**src/sil_pkg.sv**
```systemverilog
// Package: register map, field layout and carriers for status/interrupt block
package sil_pkg;

    localparam int ADDR_W = 7;
    localparam int DATA_W = 8;
    localparam int LIVE_W = 10;
    localparam int NUM_IN = 4;

    // Register offsets
    localparam logic [ADDR_W-1:0] ADDR_STATUS_A = 7'h00;
    localparam logic [ADDR_W-1:0] ADDR_STATUS_B = 7'h01;
    localparam logic [ADDR_W-1:0] ADDR_STICKY   = 7'h02;
    localparam logic [ADDR_W-1:0] ADDR_MASK     = 7'h03;
    localparam logic [ADDR_W-1:0] ADDR_CONTROL  = 7'h04;

    // Sticky / mask bit positions
    localparam int BIT_INPUT_LOSS = 0;
    localparam int BIT_JIT_UNLOCK = 4;
    localparam int BIT_SYN_UNLOCK = 5;
    localparam int BIT_HOLD_ENTRY = 6;
    localparam int BIT_INPUT_LOST = 7;

    // Control field positions
    localparam int CTL_BYPASS  = 0;
    localparam int CTL_MODE_LO = 1;
    localparam int CTL_SEL_LO  = 3;

    // Selection modes
    localparam logic [1:0] MODE_MANUAL     = 2'h0;
    localparam logic [1:0] MODE_SHORT_HOLD = 2'h1;
    localparam logic [1:0] MODE_AUTO_HOLD  = 2'h2;
    localparam logic [1:0] MODE_AUTO       = 2'h3;

    // Reset values
    localparam logic [DATA_W-1:0] RST_STICKY = 8'h00;
    localparam logic [DATA_W-1:0] RST_MASK   = 8'h00;
    localparam logic [DATA_W-1:0] RST_DATA   = 8'h00;

    typedef struct packed {
        logic [NUM_IN-1:0] input_active_now;
        logic              jitter_pll_locked_now;
        logic              synth_pll_locked_now;
        logic              not_in_holdover_now;
        logic              vco_cal_pending;
        logic [1:0]        active_input_code;
    } sil_live_s;

    typedef struct packed {
        logic [ADDR_W-1:0] addr;
        logic [DATA_W-1:0] wdata;
        logic              wr;
        logic              rd;
    } sil_bus_s;

    typedef struct packed {
        logic s1;
        logic s2;
        logic s3;
        logic o;
    } sil_sync_s;

    typedef struct packed {
        logic [DATA_W-1:0] sticky;
        logic [DATA_W-1:0] mask;
        logic              first_pll_bypass;
        logic [1:0]        select_mode;
        logic [1:0]        manual_select;
        logic              irq;
        logic              lock;
        logic [DATA_W-1:0] rdata;
    } sil_state_s;

endpackage

```
**src/sil_status_irq.sv**
```systemverilog
// Status collection, sticky flags, interrupt and lock reporting

// How it works
// - Momentary status reads return the present condition, nothing stored
// - Sticky bit sets on its condition, stays until software writes one
// - Write-one clear works only when the condition is gone
// - Each sticky bit has its own enable; disabled bits never reach interrupt
// - With all enables zero the interrupt never asserts
// - Interrupt asserts when any enabled sticky bit is set
// - Interrupt releases only after all enabled sticky bits clear
// - Provide input, lock, holdover, calibration, selection status flags
// - Manual modes: reference valid follows the manually selected input
// - Auto-holdover: invalid when lost in holdover or none; auto: none
// - Lock output high only while synthesizer PLL and, unless bypassed, first PLL report locked
// - Bypassed first PLL is ignored; synthesizer lock alone decides
module sil_status_irq (
    input  wire logic                          mclk,
    input  wire logic                          rst_b,
    input  wire sil_pkg::sil_live_s            live_status,
    input  wire logic [sil_pkg::ADDR_W-1:0]    addr,
    input  wire logic [sil_pkg::DATA_W-1:0]    wdata,
    input  wire logic                          wr,
    input  wire logic                          rd,
    output logic      [sil_pkg::DATA_W-1:0]    rdata,
    output logic                               irq_out_n,
    output logic                               lock_out
);

    sil_pkg::sil_state_s               st;
    sil_pkg::sil_state_s               next_st;
    sil_pkg::sil_live_s                live;
    sil_pkg::sil_bus_s                 bus;
    logic [sil_pkg::LIVE_W-1:0]        live_bits;
    logic                              pll_input_valid_now;
    logic                              sel_lost;
    logic                              none_valid;
    logic [sil_pkg::DATA_W-1:0]        cond;
    logic [sil_pkg::DATA_W-1:0]        clr;
    logic [sil_pkg::DATA_W-1:0]        status_a;
    logic [sil_pkg::DATA_W-1:0]        status_b;
    logic [sil_pkg::DATA_W-1:0]        control;

    sil_sync #(
        .W (sil_pkg::LIVE_W)
    ) u_sync (
        .mclk     (mclk),
        .rst_b    (rst_b),
        .async_in (live_status),
        .sync_out (live_bits)
    );

    assign live = live_bits;
    assign bus  = '{addr: addr, wdata: wdata, wr: wr, rd: rd};

    // Reference-valid flag per selection mode
    always_comb begin
        none_valid = (live.input_active_now == '0);
        sel_lost   = !live.input_active_now[live.active_input_code];
        case (st.select_mode)
            sil_pkg::MODE_MANUAL,
            sil_pkg::MODE_SHORT_HOLD: begin
                pll_input_valid_now =
                    live.input_active_now[st.manual_select];
            end
            sil_pkg::MODE_AUTO_HOLD: begin
                pll_input_valid_now = !((sel_lost
                    && !live.not_in_holdover_now) || none_valid);
            end
            sil_pkg::MODE_AUTO: begin
                pll_input_valid_now = !none_valid;
            end
            default: begin
                pll_input_valid_now = 1'b0;
            end
        endcase
    end

    // Fault conditions that set sticky bits
    always_comb begin
        cond = '0;
        cond[sil_pkg::BIT_INPUT_LOSS +: sil_pkg::NUM_IN] =
            ~live.input_active_now;
        cond[sil_pkg::BIT_JIT_UNLOCK] = !live.jitter_pll_locked_now;
        cond[sil_pkg::BIT_SYN_UNLOCK] = !live.synth_pll_locked_now;
        cond[sil_pkg::BIT_HOLD_ENTRY] = !live.not_in_holdover_now;
        cond[sil_pkg::BIT_INPUT_LOST] = !pll_input_valid_now;
    end

    // Momentary status views and control register readback
    always_comb begin
        status_a = {live.vco_cal_pending, live.not_in_holdover_now,
                    live.synth_pll_locked_now, live.jitter_pll_locked_now,
                    live.input_active_now};
        status_b = '0;
        status_b[1:0] = live.active_input_code;
        status_b[2]   = pll_input_valid_now;
        control = '0;
        control[sil_pkg::CTL_BYPASS]       = st.first_pll_bypass;
        control[sil_pkg::CTL_MODE_LO +: 2] = st.select_mode;
        control[sil_pkg::CTL_SEL_LO +: 2]  = st.manual_select;
    end

    assign clr = (bus.wr && bus.addr == sil_pkg::ADDR_STICKY) ?
                 bus.wdata : '0;

    always_comb begin
        next_st = st;
        // Condition set wins over a simultaneous clear
        next_st.sticky = (st.sticky & ~clr) | cond;
        if (bus.wr) begin
            case (bus.addr)
                sil_pkg::ADDR_MASK: begin
                    next_st.mask = bus.wdata;
                end
                sil_pkg::ADDR_CONTROL: begin
                    next_st.first_pll_bypass =
                        bus.wdata[sil_pkg::CTL_BYPASS];
                    next_st.select_mode =
                        bus.wdata[sil_pkg::CTL_MODE_LO +: 2];
                    next_st.manual_select =
                        bus.wdata[sil_pkg::CTL_SEL_LO +: 2];
                end
                default: begin
                end
            endcase
        end
        next_st.irq = |(next_st.sticky & next_st.mask);
        next_st.lock = live.synth_pll_locked_now
            && (st.first_pll_bypass
                || live.jitter_pll_locked_now);
        next_st.rdata = sil_pkg::RST_DATA;
        if (bus.rd) begin
            case (bus.addr)
                sil_pkg::ADDR_STATUS_A: next_st.rdata = status_a;
                sil_pkg::ADDR_STATUS_B: next_st.rdata = status_b;
                sil_pkg::ADDR_STICKY:   next_st.rdata = st.sticky;
                sil_pkg::ADDR_MASK:     next_st.rdata = st.mask;
                sil_pkg::ADDR_CONTROL:  next_st.rdata = control;
                default:                next_st.rdata = sil_pkg::RST_DATA;
            endcase
        end
    end

    always_ff @(posedge mclk or negedge rst_b) begin
        if (!rst_b) begin
            st        <= '0;
            st.sticky <= sil_pkg::RST_STICKY;
            st.mask   <= sil_pkg::RST_MASK;
        end else begin
            st <= next_st;
        end
    end

    assign rdata     = st.rdata;
    assign irq_out_n = !st.irq;
    assign lock_out  = st.lock;

    logic sticky_wr;
    assign sticky_wr = bus.wr && bus.addr == sil_pkg::ADDR_STICKY;
endmodule

```
**src/sil_sync.sv**
```systemverilog
// Three-stage input synchroniser with agreement filter, one per bit
module sil_sync #(
    parameter int W = 1
) (
    input  wire logic         mclk,
    input  wire logic         rst_b,
    input  wire logic [W-1:0] async_in,
    output logic      [W-1:0] sync_out
);

    genvar i;
    generate
        for (i = 0; i < W; i++) begin : g_bit
            sil_pkg::sil_sync_s st;
            sil_pkg::sil_sync_s next_st;

            always_comb begin
                next_st    = st;
                next_st.s1 = async_in[i];
                next_st.s2 = st.s1;
                next_st.s3 = st.s2;
                // Accept a change only once stages two and three agree
                if (st.s2 == st.s3) begin
                    next_st.o = st.s3;
                end
            end

            always_ff @(posedge mclk or negedge rst_b) begin
                if (!rst_b) begin
                    st <= '0;
                end else begin
                    st <= next_st;
                end
            end

            assign sync_out[i] = st.o;
        end
    endgenerate

endmodule
```
**config.mk**
```make
export PLATFORM = sky130hd
export DESIGN_NAME = sil_status_irq
export DESIGN_NICKNAME = d
export VERILOG_FILES = /design/src/sil_pkg.sv /design/src/sil_status_irq.sv /design/src/sil_sync.sv
export SDC_FILE = /design/constraint.sdc
export NUM_CORES = 1
export LEC_CHECK = 0
export BUFFER_PORTS_ARGS = -buffer_cell sky130_fd_sc_hd__buf_2
export CAP_MARGIN = 25
export CORE_ASPECT_RATIO = 1.75
export CORE_MARGIN = 2
export CORE_UTILIZATION = 30
export CTS_CLUSTER_DIAMETER = 60
export DETAILED_ROUTE_END_ITERATION = 8
export GPL_TIMING_DRIVEN = 0
export PLACE_DENSITY = 0.58
export REMOVE_ABC_BUFFERS = 1
export SETUP_SLACK_MARGIN = 0.02
export SLEW_MARGIN = 15
export SYNTH_ARGS = -nofsm -noshare
export SYNTH_HDL_FRONTEND = slang
export SYNTH_HIERARCHICAL = 1
export SYNTH_SLANG_ARGS = --single-unit
```
**constraint.sdc**
```tcl
create_clock -name mclk -period 1.9 [get_ports mclk]
set_input_delay 0.38 -clock mclk [delete_from_list [all_inputs] [get_ports mclk]]
set_output_delay 0.38 -clock mclk [all_outputs]
set_load 0.01 [all_outputs]
```
==> flow_metrics.tcl, run 1 <==
set metrics [dict create \
    status "complete, no violations" \
    critPathRequiredTime_ps 2090 \
    period_minus_slack_ps 1790 \
    start_util 0.308 \
    synth_cells 202 \
    area_growth_pct 20.1 \
    yosysUniqueCellTypes 34 \
    htreeDepth 3 \
    port_buffers 38 \
    cts_tree "built" \
    cts_root_buffer "clkbuf_16" \
    die_w_um 76.8 \
    placed_area_mm2 0.00298 \
    cp-start-kind "input pin" \
    final_util 0.370 \
    cts_buffers 9 \
    hp-class "in2reg" \
    tns_ps 0 \
    maxSlewViolCount 0 \
    clock_latency_ps 340 \
    yosys.area.top_type "dfrtp_1" \
    io_pins 39 \
    min_period_over_period 0.943 \
    p_leak_nw 1.55 \
    rows 46 \
    powerDensity_mw_per_mm2 1060 \
    wirelength_mm 5.67 \
    syn-cell-area_mm2 0.00278 \
    core_area_mm2 0.00904 \
    fp.dieH_um 131 \
    drc 0 \
    relSlewSlack 0.461 \
    cap_violations 0 \
    drive_gt1_frac 0.349 \
    clkSinkCount 71 \
    critPathMaxFanout 6 \
    diodes 0 \
    fmax_ghz 0.558 \
    drtPass1Iterations 5 \
    hpwl_mm 4.06 \
    drt_iter0_drc 124 \
    drt-vias-per-instance 4.53 \
    yosys_register_bits 71 \
    clkTransAtPathRegs_ps 60 \
    worst-setup-path-type "in2reg" \
    cts_buffer_depth 2 \
    dieArea_mm2 0.0101 \
    grt_pass1_wl_mm 9.32 \
    syn_avg_cell_area_um2 13.8 \
    end_kind "register" \
    cp_data_arrival_time_ps 1980 \
    cpMaxStageDelayCell "and4bb_4" \
    wire_per_inst_um 15.7 \
    path_cells "buf_2 -> and4bb_4 -> nand3_4 -> buf_4 -> mux2_1 -> a22oi_1 -> nand4_1" \
    grt_pass1_vias 1746 \
    track_usage 0.127 \
    synth_top_area_share 0.638 \
    grt_start_max_net_pins 41 \
    place_congestion 0.828 \
    gr-total-overflow 0 \
    setup_viol 0 \
    finClkSkew_ps 5.97 \
    num_vias 1636 \
    slowest_delay_ps 370 \
    layout.nets 265 \
    yosysSeqAreaShare 0.638 \
    yosys-top-cells-area "dfrtp_1 64%, buf_4 5.4%, mux2_1 4.4%" \
    hold_viol 0 \
    vdd_ir_drop_max_uv 442 \
    drtAntennaViolNets 0 \
    antenna_found_initial 0 \
    rsz0062_at_grt "false" \
    yosysWarnings 6 \
    fin_area_mm2 0.00334 \
    tightest_slew_ps 807 \
]
cell type report:
class / instances / area (um^2)
repair buffers: 47 / 275
multi-input cells: 97 / 806
well taps: 120 / 150
inverters: 10 / 37.5
fillers: 891 / 5690
clock inverters: 7 / 72.6
flip-flops and latches: 71 / 1780
clock buffers: 9 / 225
cell families after synthesis:
family,share of synthesized area
buffers and inverters,0.0737
multiplexers,0.0795
flip-flops,0.638
AND/OR/NAND/NOR,0.0872
adder cells (fa/ha/maj),0.0405
AO/OA/AOI/OAI,0.0809
cells in the mapped netlist:
cell type  number
dfrtp_1        71
buf_4          20
mux2_1         11
inv_1          10
maj3_2         10
nand2_1         9
o21ai_0         8
o21ai_1         8
a22oi_1         7
and3_1          7
nor2_1          6
a222oi_1        4
a21oi_1         3
a22o_1          2
and4bb_1        2
buf_2           2
clkbuf_1        2
mux2_2          2
mux2_4          2
mux4_2          2
a31oi_1         1
and2_1          1
nand3_4         1
nand4_1         1
nor2b_1         1
nor3_2          1
nor3b_2         1
nor4_1          1
nor4_4          1
nor4b_2         1
o21a_1          1
o22ai_1         1
or2_1           1
or4b_1          1
cell usage in the layout (no fill, tap or decap), drive strengths merged, types with 3 or more instances in the layout:
| cell | instances |
|---|---|
| buf | 46 |
| nor2 | 6 |
| and3 | 7 |
| a21oi | 3 |
| dfrtp | 71 |
| nand2 | 9 |
| mux2 | 15 |
| a22oi | 7 |
| clkbuf | 9 |
| a222oi | 4 |
| clkinv | 3 |
| inv | 11 |
| maj3 | 10 |
| o21ai | 16 |
state kept, by name (all words and copies together) (netlist names):
signal and cells:
u_sync/sync_out 10, lock_out 1, u_sync/g_bit.next_st 20, u_sync/g_bit.st 10, rdata 8, st 17
control 5
worst max-delay path: cells and delay by family:
kind / cells / cell delay, ps
AND/OR/NAND/NOR: 3 / 640
buffers and inverters: 2 / 330
multiplexers: 1 / 330
AO/OA/AOI/OAI: 1 / 300
power by group:
part | internal [W] | switching (W)
combinational | 0.000114 | 0.000112
clock | 0.00102 | 0.000643
sequential | 0.00160 | 0.0000670
total | 0.00273 | 0.000822
path summary, 6_finish.rpt:
path | endpoint | slack [ps] | cells past startpoint | startpoint
min reg2reg | u_sync/g_bit[8].next_st[1] | 350 | 0 | u_sync/g_bit[8].next_st[2]
min in group asynchronous | u_sync/g_bit[5].next_st[2] | 520 | 2 | rst_b
max reg2reg | rdata[2] | 310 | 4 | u_sync/sync_out[8]
max | st[9] | 110 | 7 | addr[2]
max in group asynchronous | rdata[0] | 830 | 3 | rst_b
min | u_sync/g_bit[9].next_st[2] | 140 | 1 | live_status[9]
repair_timing:
item / CTS / global route
hold buffers: 1 / 0
gates resized for setup: 2 / 0
pin swaps: 1 / 3
setup buffers: 2 / 5
hold endpoints to repair: 31 / 0
endpoints found under the setup margin: 14 / 3
metal layers:
metal  wire, um  GRT usage  vias up  part of all wire
met5          0          0        -                 0
met4        194     0.0879        0             0.034
met3        231     0.0350       12             0.041
met2       3190      0.220       44              0.56
met1       2050      0.128      815              0.36
li1           -          -      765                 -
stage by stage:
step / worst slack, ps / total power, W / instances / hold WS, ps
4_1_cts: 80.9 / 0.00361 / 356 / 128
6_report: 109 / 0.00355 / 361 / 142
3_5_place_dp: -457 / 0.00192 / 337 / 335
3_3_place_gp: -446 / 0.00190 / 336 / 332
2_1_floorplan: 121 / 0.00178 / 178 / 84.4
5_1_grt: 28.6 / 0.00372 / 361 / 126
Note: power is estimated with default switching activity, not from simulation.
==> inputs of run 2 (changes only) <==
--- a/config.mk
+++ b/config.mk
@@ -13,7 +13,7 @@
 export CTS_CLUSTER_DIAMETER = 60
 export DETAILED_ROUTE_END_ITERATION = 8
 export GPL_TIMING_DRIVEN = 0
-export PLACE_DENSITY = 0.58
+export PLACE_DENSITY_LB_ADDON = 0.2
 export REMOVE_ABC_BUFFERS = 1
 export SETUP_SLACK_MARGIN = 0.02
 export SLEW_MARGIN = 15
==> run 2 against run 1 <==
  * Die area did not move
  * Global-route usage rose by 0.13 points
  * Combinational power rose by 2%
  * Worst setup slack got worse by 31 ps
  * Core utilization rose by 0.069 points
  * Clock-buffer cell count rose by 4
  * Register-to-register slack barely moved
  * Sequential power barely moved
  * Critical endpoint unchanged
  * Largest cell class unchanged
==> flow_metrics.tcl, run 2 (same netlist as run 1, synthesis figures left out) <==
set metrics [dict create \
    status "complete, no violations" \
    fin_area_mm2 0.00335 \
    finClkSkew_ps 4.47 \
    r2r-end "rdata[2]" \
    dieArea_mm2 0.0101 \
    drive_gt1_frac 0.336 \
    cpMaxStageDelayCell "a222oi_1" \
    wirelength_mm 5.75 \
    rsz0062_at_grt "false" \
    path_cells "buf_2 -> and4bb_4 -> nand3_4 -> mux2_4 -> a222oi_1 -> nand4_1" \
    powerDensity_mw_per_mm2 1080 \
    post-place-ws_ps -487 \
    vdd_ir_drop_max_uv 458 \
    hold_viol 0 \
    hp-class "in2reg" \
    drtPass1Iterations 4 \
    die_w_um 76.8 \
    cp_data_arrival_time_ps 2010 \
    antenna_found_initial 0 \
    layout_common_cells "71 x dfrtp_1, 37 x buf_2, 11 x mux2_1" \
    hpwl_mm 3.94 \
    holdWs_ps 154 \
    slowest_delay_ps 450 \
    cts_buffer_depth 2 \
    wire_per_inst_um 16.0 \
    rows 46 \
    track_usage 0.128 \
    core_area_mm2 0.00904 \
    num_vias 1624 \
    min_period_over_period 0.959 \
    rrSetupSlack_ps 310 \
    relSlewSlack 0.529 \
    worstHoldStart "live_status[0]" \
    cp_top_family "simple AND/OR/NAND/NOR gates" \
    cts_root_buffer "clkbuf_16" \
    period_minus_slack_ps 1820 \
    cp-endpoint "st[9]" \
    clkTransAtPathRegs_ps 50 \
    cts_tree "built" \
    cap_violations 0 \
    fp.dieH_um 131 \
    cp-start-kind "input pin" \
    drc 0 \
    setup_viol 0 \
    p_leak_nw 1.56 \
    cp-startpoint "addr[3]" \
    critPathMaxFanout 8 \
    placed_area_mm2 0.00299 \
    fmax_ghz 0.549 \
    grt_pass1_vias 1738 \
    drt-vias-per-instance 4.54 \
    layout.nets 262 \
    drtAntennaViolNets 0 \
    setup_ws_ps 77.7 \
    cp_num_buf_inv 1 \
    tightest_slew_ps 702 \
    r2r_start "u_sync/sync_out[8]" \
    total_power_w 0.00361 \
    end_kind "register" \
    path_depth 6 \
    largest_reg_flops 20 \
    htreeDepth 3 \
    diodes 0 \
    drt_iter0_drc 221 \
    area_growth_pct 20.3 \
    final_util 0.371 \
    critPathRequiredTime_ps 2080 \
    grt_start_max_net_pins 56 \
    gr-total-overflow 0 \
    port_buffers 38 \
    io_pins 39 \
    clock_latency_ps 330 \
    layout_commonest_cell "dfrtp_1" \
    clkSinkCount 71 \
    maxSlewViolCount 0 \
    start_util 0.308 \
    cts_buffers 9 \
    grt_pass1_wl_mm 9.54 \
    worst-setup-path-type "in2reg" \
    place_congestion 0.785 \
    r2r_cells 4 \
]
## run 2: cell types whose count changed in the layout (fill, tap and decap cells not counted)
| cell | previous run | this run |
|---|---|---|
| clkinv_4 | 1 | 0 |
| clkbuf_8 | 0 | 3 |
| buf_12 | 1 | 0 |
| buf_4 | 8 | 5 |
| inv_6 | 1 | 0 |
| nor4b_2 | 1 | 0 |
| clkinvlp_4 | 2 | 0 |
| clkbuf_1 | 0 | 1 |
| buf_16 | 0 | 1 |
| nor4b_4 | 0 | 1 |
## run 2: area by class of cell
cell class,count,area [um^2]
Fill cell,910,5690
Sequential cell,71,1780
Multi-Input combinational cell,97,815
Clock buffer,13,270
Timing Repair Buffer,44,260
Tap cell,120,150
Clock inverter,3,40.0
Inverter,10,37.5
## run 2: report_power, final
group / leakage (nW) / switching [W] / total (W) / internal (W)
Clock: 0.156 / 0.000593 / 0.00171 / 0.00112
Combinational: 0.554 / 0.000115 / 0.000231 / 0.000116
Sequential: 0.850 / 0.0000664 / 0.00167 / 0.00160
## run 2: per-stage QoR
step | std cells | setup TNS [ps]
finish | 358 | 0
global route | 358 | 0
CTS | 356 | 0
detailed placement | 337 | -5970
global placement | 336 | -6330
floorplan | 178 | 0
## run 2: per-layer routing
metal / wire (um) / part of all wire / up-vias / track usage
met5: 0 / 0 / - / 0
met4: 197 / 0.034 / 0 / 0.0727
met3: 275 / 0.048 / 10 / 0.0453
met2: 3040 / 0.53 / 42 / 0.206
met1: 2230 / 0.39 / 810 / 0.146
li1: - / - / 762 / -
## run 2: worst min path at each step
stage / cells after the start / to / slack, ps
floorplan: 0 / control[0] / 80
global placement: 0 / u_sync/g_bit[0].next_st[1] / 330
finish: 1 / u_sync/g_bit[0].next_st[2] / 150
detailed placement: 1 / u_sync/g_bit[5].next_st[2] / 270
CTS: 1 / u_sync/g_bit[5].next_st[2] / 140
global route: 1 / u_sync/g_bit[4].next_st[2] / 130
## run 2: timing repair
item                                    4_1_cts  5_1_grt
hold buffers                                  1        0
pin swaps                                     1        2
gates resized for setup                       3        0
hold endpoints to repair                     16        0
endpoints found under the setup margin       14        1
buffers inserted                              2        2
==> inputs of run 3 (changes only) <==
--- a/config.mk
+++ b/config.mk
@@ -19,5 +19,4 @@
 export SLEW_MARGIN = 15
 export SYNTH_ARGS = -nofsm -noshare
 export SYNTH_HDL_FRONTEND = slang
-export SYNTH_HIERARCHICAL = 1
 export SYNTH_SLANG_ARGS = --single-unit
==> run 3 against run 2 <==
  * The run now ends with negative setup slack left
  * Clock skew is essentially flat
  * Highest routed layer unchanged
  * Core utilization grew 0.91 points
  * Largest cell class unchanged
  * Sequential power is essentially flat
  * Worst setup slack lost 82 ps
  * Maximum frequency shrank 4.3%
  * Critical endpoint unchanged
  * Critical path depth is the same
  * Cell count grew 1.7%
==> flow_metrics.tcl, run 3 <==
set metrics [dict create \
    use_met2 0.235 \
    grt_start_max_net_pins 46 \
    area_growth_pct 24.4 \
    yosysWarnings 0 \
    maxSlewViolCount 0 \
    tightest_slew_ps 531 \
    powerDensity_mw_per_mm2 1000 \
    drc 0 \
    fmax_ghz 0.525 \
    wire_per_inst_um 16.6 \
    top_usage_layer "met2" \
    cp-start-kind "input pin" \
    cpMaxStageDelayCell "or4bb_4" \
    htreeDepth 3 \
    r2r-end "rdata[2]" \
    r2r_cells 4 \
    clock_latency_ps 330 \
    num_vias 1721 \
    met3_usage 0.0387 \
    yosysUniqueCellTypes 43 \
    rows 46 \
    grt_pass1_vias 1867 \
    ys.flop_type "dfrtp_1" \
    hold_viol 0 \
    drt-vias-per-instance 4.73 \
    cp_num_buf_inv 1 \
    fp.dieH_um 130 \
    rrSetupSlack_ps 270 \
    hpwl_mm 4.30 \
    placed_area_mm2 0.00301 \
    r2r_start "u_sync.sync_out[9]" \
    vdd_ir_drop_max_uv 419 \
    grt_util_met1 0.137 \
    rsz0062_at_grt "true" \
    synth_cells 199 \
    drive_gt1_frac 0.348 \
    layout.nets 271 \
    die_w_um 76.0 \
    min_period_over_period 1.00 \
    start_util 0.305 \
    wirelength_mm 6.06 \
    setup_viol 1 \
    diodes 0 \
    dieArea_mm2 0.00988 \
    cts_tree "built" \
    cp_top_family "simple AND/OR/NAND/NOR gates" \
    yosys-top-cells-area "dfrtp_1 65%, mux2_2 4.5%, maj3_1 3.7%" \
    gr-total-overflow 0 \
    p_leak_nw 1.46 \
    synth_edf_count 0 \
    critPathRequiredTime_ps 2090 \
    drtAntennaViolNets 0 \
    relSlewSlack 0.642 \
    status "finished with violations" \
    clkTransAtPathRegs_ps 50 \
    place_congestion 0.817 \
    io_pins 39 \
    grt_pass1_wl_mm 9.72 \
    period_minus_slack_ps 1900 \
    total_power_w 0.00340 \
    synth_common_cells "71 x dfrtp_1, 14 x nor2_1, 13 x nand2_1" \
    hp-class "in2reg" \
    whs_endpoint "u_sync.g_bit[5].next_st[2]" \
    cts_buffer_depth 2 \
    async_flop_share 1.00 \
    finClkSkew_ps 3.98 \
    worstHoldStart "live_status[5]" \
    slowest_delay_ps 640 \
    fin_area_mm2 0.00339 \
    end_kind "register" \
    largest_reg_flops 20 \
    yosys.area.top_type "dfrtp_1" \
    layout_commonest_cell "dfrtp_1" \
    violations "negative setup slack" \
    synth_top_area_share 0.653 \
    port_buffers 38 \
    setup_ws_ps -4.35 \
    clkSinkCount 71 \
    path_cells "buf_2 -> or4bb_4 -> nor2_4 -> a31oi_2 -> a2111oi_2 -> nand3_1" \
    track_usage 0.133 \
    yosys_register_bits 71 \
    holdPathStages 1 \
    critPathMaxFanout 12 \
    cp_data_arrival_time_ps 2090 \
    drtPass1Iterations 4 \
    layout_common_cells "71 x dfrtp_1, 37 x buf_2, 13 x nand2_1" \
    cts_buffers 9 \
    cap_violations 0 \
    syn-cell-area_mm2 0.00272 \
    core_area_mm2 0.00892 \
    antenna_found_initial 0 \
    syn_avg_cell_area_um2 13.7 \
    cts_root_buffer "clkbuf_16" \
    yosysMostFrequentCell "dfrtp_1" \
    drt_iter0_drc 128 \
    worst-setup-path-type "in2reg" \
    yosysSeqAreaShare 0.653 \
]
==> run 3: cell count changes after synthesis, moves of 7 or more <==
cell and change:
buf_4 -12, inv_1 -7, maj3_1 +10, maj3_2 -10, mux2_1 -11, mux2_2 +9
nor2_1 +8, o21ai_1 -7
==> run 3: worst max path at each step <==
stage                 start  endpoint  slack [ps]  cells past startpoint
global route        addr[6]     st[9]         -60                      7
detailed placement  addr[3]     st[9]        -830                      6
CTS                 addr[6]     st[9]          10                      7
finish              addr[0]     st[9]          -4                      6
floorplan           addr[3]     st[9]        -240                      5
global placement    addr[3]     st[9]        -820                      6
==> run 3: routing by layer <==
| metal | part of all wire | vias to the layer above |
|---|---|---|
| li1 | - | 804 |
| met1 | 0.39 | 858 |
| met2 | 0.52 | 45 |
| met3 | 0.044 | 14 |
| met4 | 0.042 | 0 |
| met5 | 0 | - |
==> run 3: area by class of cell <==
type,count,area (um^2)
Clock buffer,11,243
Fill cell,892,5530
Timing Repair Buffer,44,260
Inverter,3,11.3
Sequential cell,71,1780
Tap cell,120,150
Multi-Input combinational cell,113,937
Clock inverter,2,10.0
==> run 3: kinds of logic (layout without fill, tap and decap cells) <==
family / Yosys count / count (layout) / synth area share
buffers and inverters: 15 / 60 / 0.0354
multiplexers: 15 / 15 / 0.0740
adder cells (fa/ha/maj): 10 / 10 / 0.0368
AND/OR/NAND/NOR: 54 / 54 / 0.108
flip-flops: 71 / 71 / 0.653
AO/OA/AOI/OAI: 34 / 34 / 0.0928
==> run 3: worst reg2reg max path, delay by kind of cell, from the launching register on <==
kind / cells / cell delay (ps)
flip-flops: 1 / 470
AO/OA/AOI/OAI: 2 / 360
multiplexers: 1 / 500
AND/OR/NAND/NOR: 1 / 160
==> run 3: where the power goes <==
| group | leakage, nW | switching, W | internal (W) | total, W |
|---|---|---|---|---|
| sequential | 0.850 | 0.0000644 | 0.00160 | 0.00166 |
| clock | 0.127 | 0.000570 | 0.000891 | 0.00146 |
| combinational | 0.484 | 0.000141 | 0.000134 | 0.000275 |
==> run 3: what timing repair did <==
item,CTS,global route
endpoints found under the hold margin,26,0
endpoints found under the setup margin,10,8
hold buffers,1,0
pin swaps,5,0
setup buffers,4,0
resized for setup,11,6
==> run 3: per-stage QoR <==
stage,utilization,worst slack (ps),TNS [ps],hold WS (ps),cells
final,0.380,-4.35,-4.35,156,364
after global routing,0.380,-64.8,-64.8,146,364
after CTS,0.376,10.4,0,141,364
after detailed placement,0.337,-828,-6580,323,346
after global placement,0.334,-819,-6390,332,345
after floorplan,-,-243,-243,84.4,187
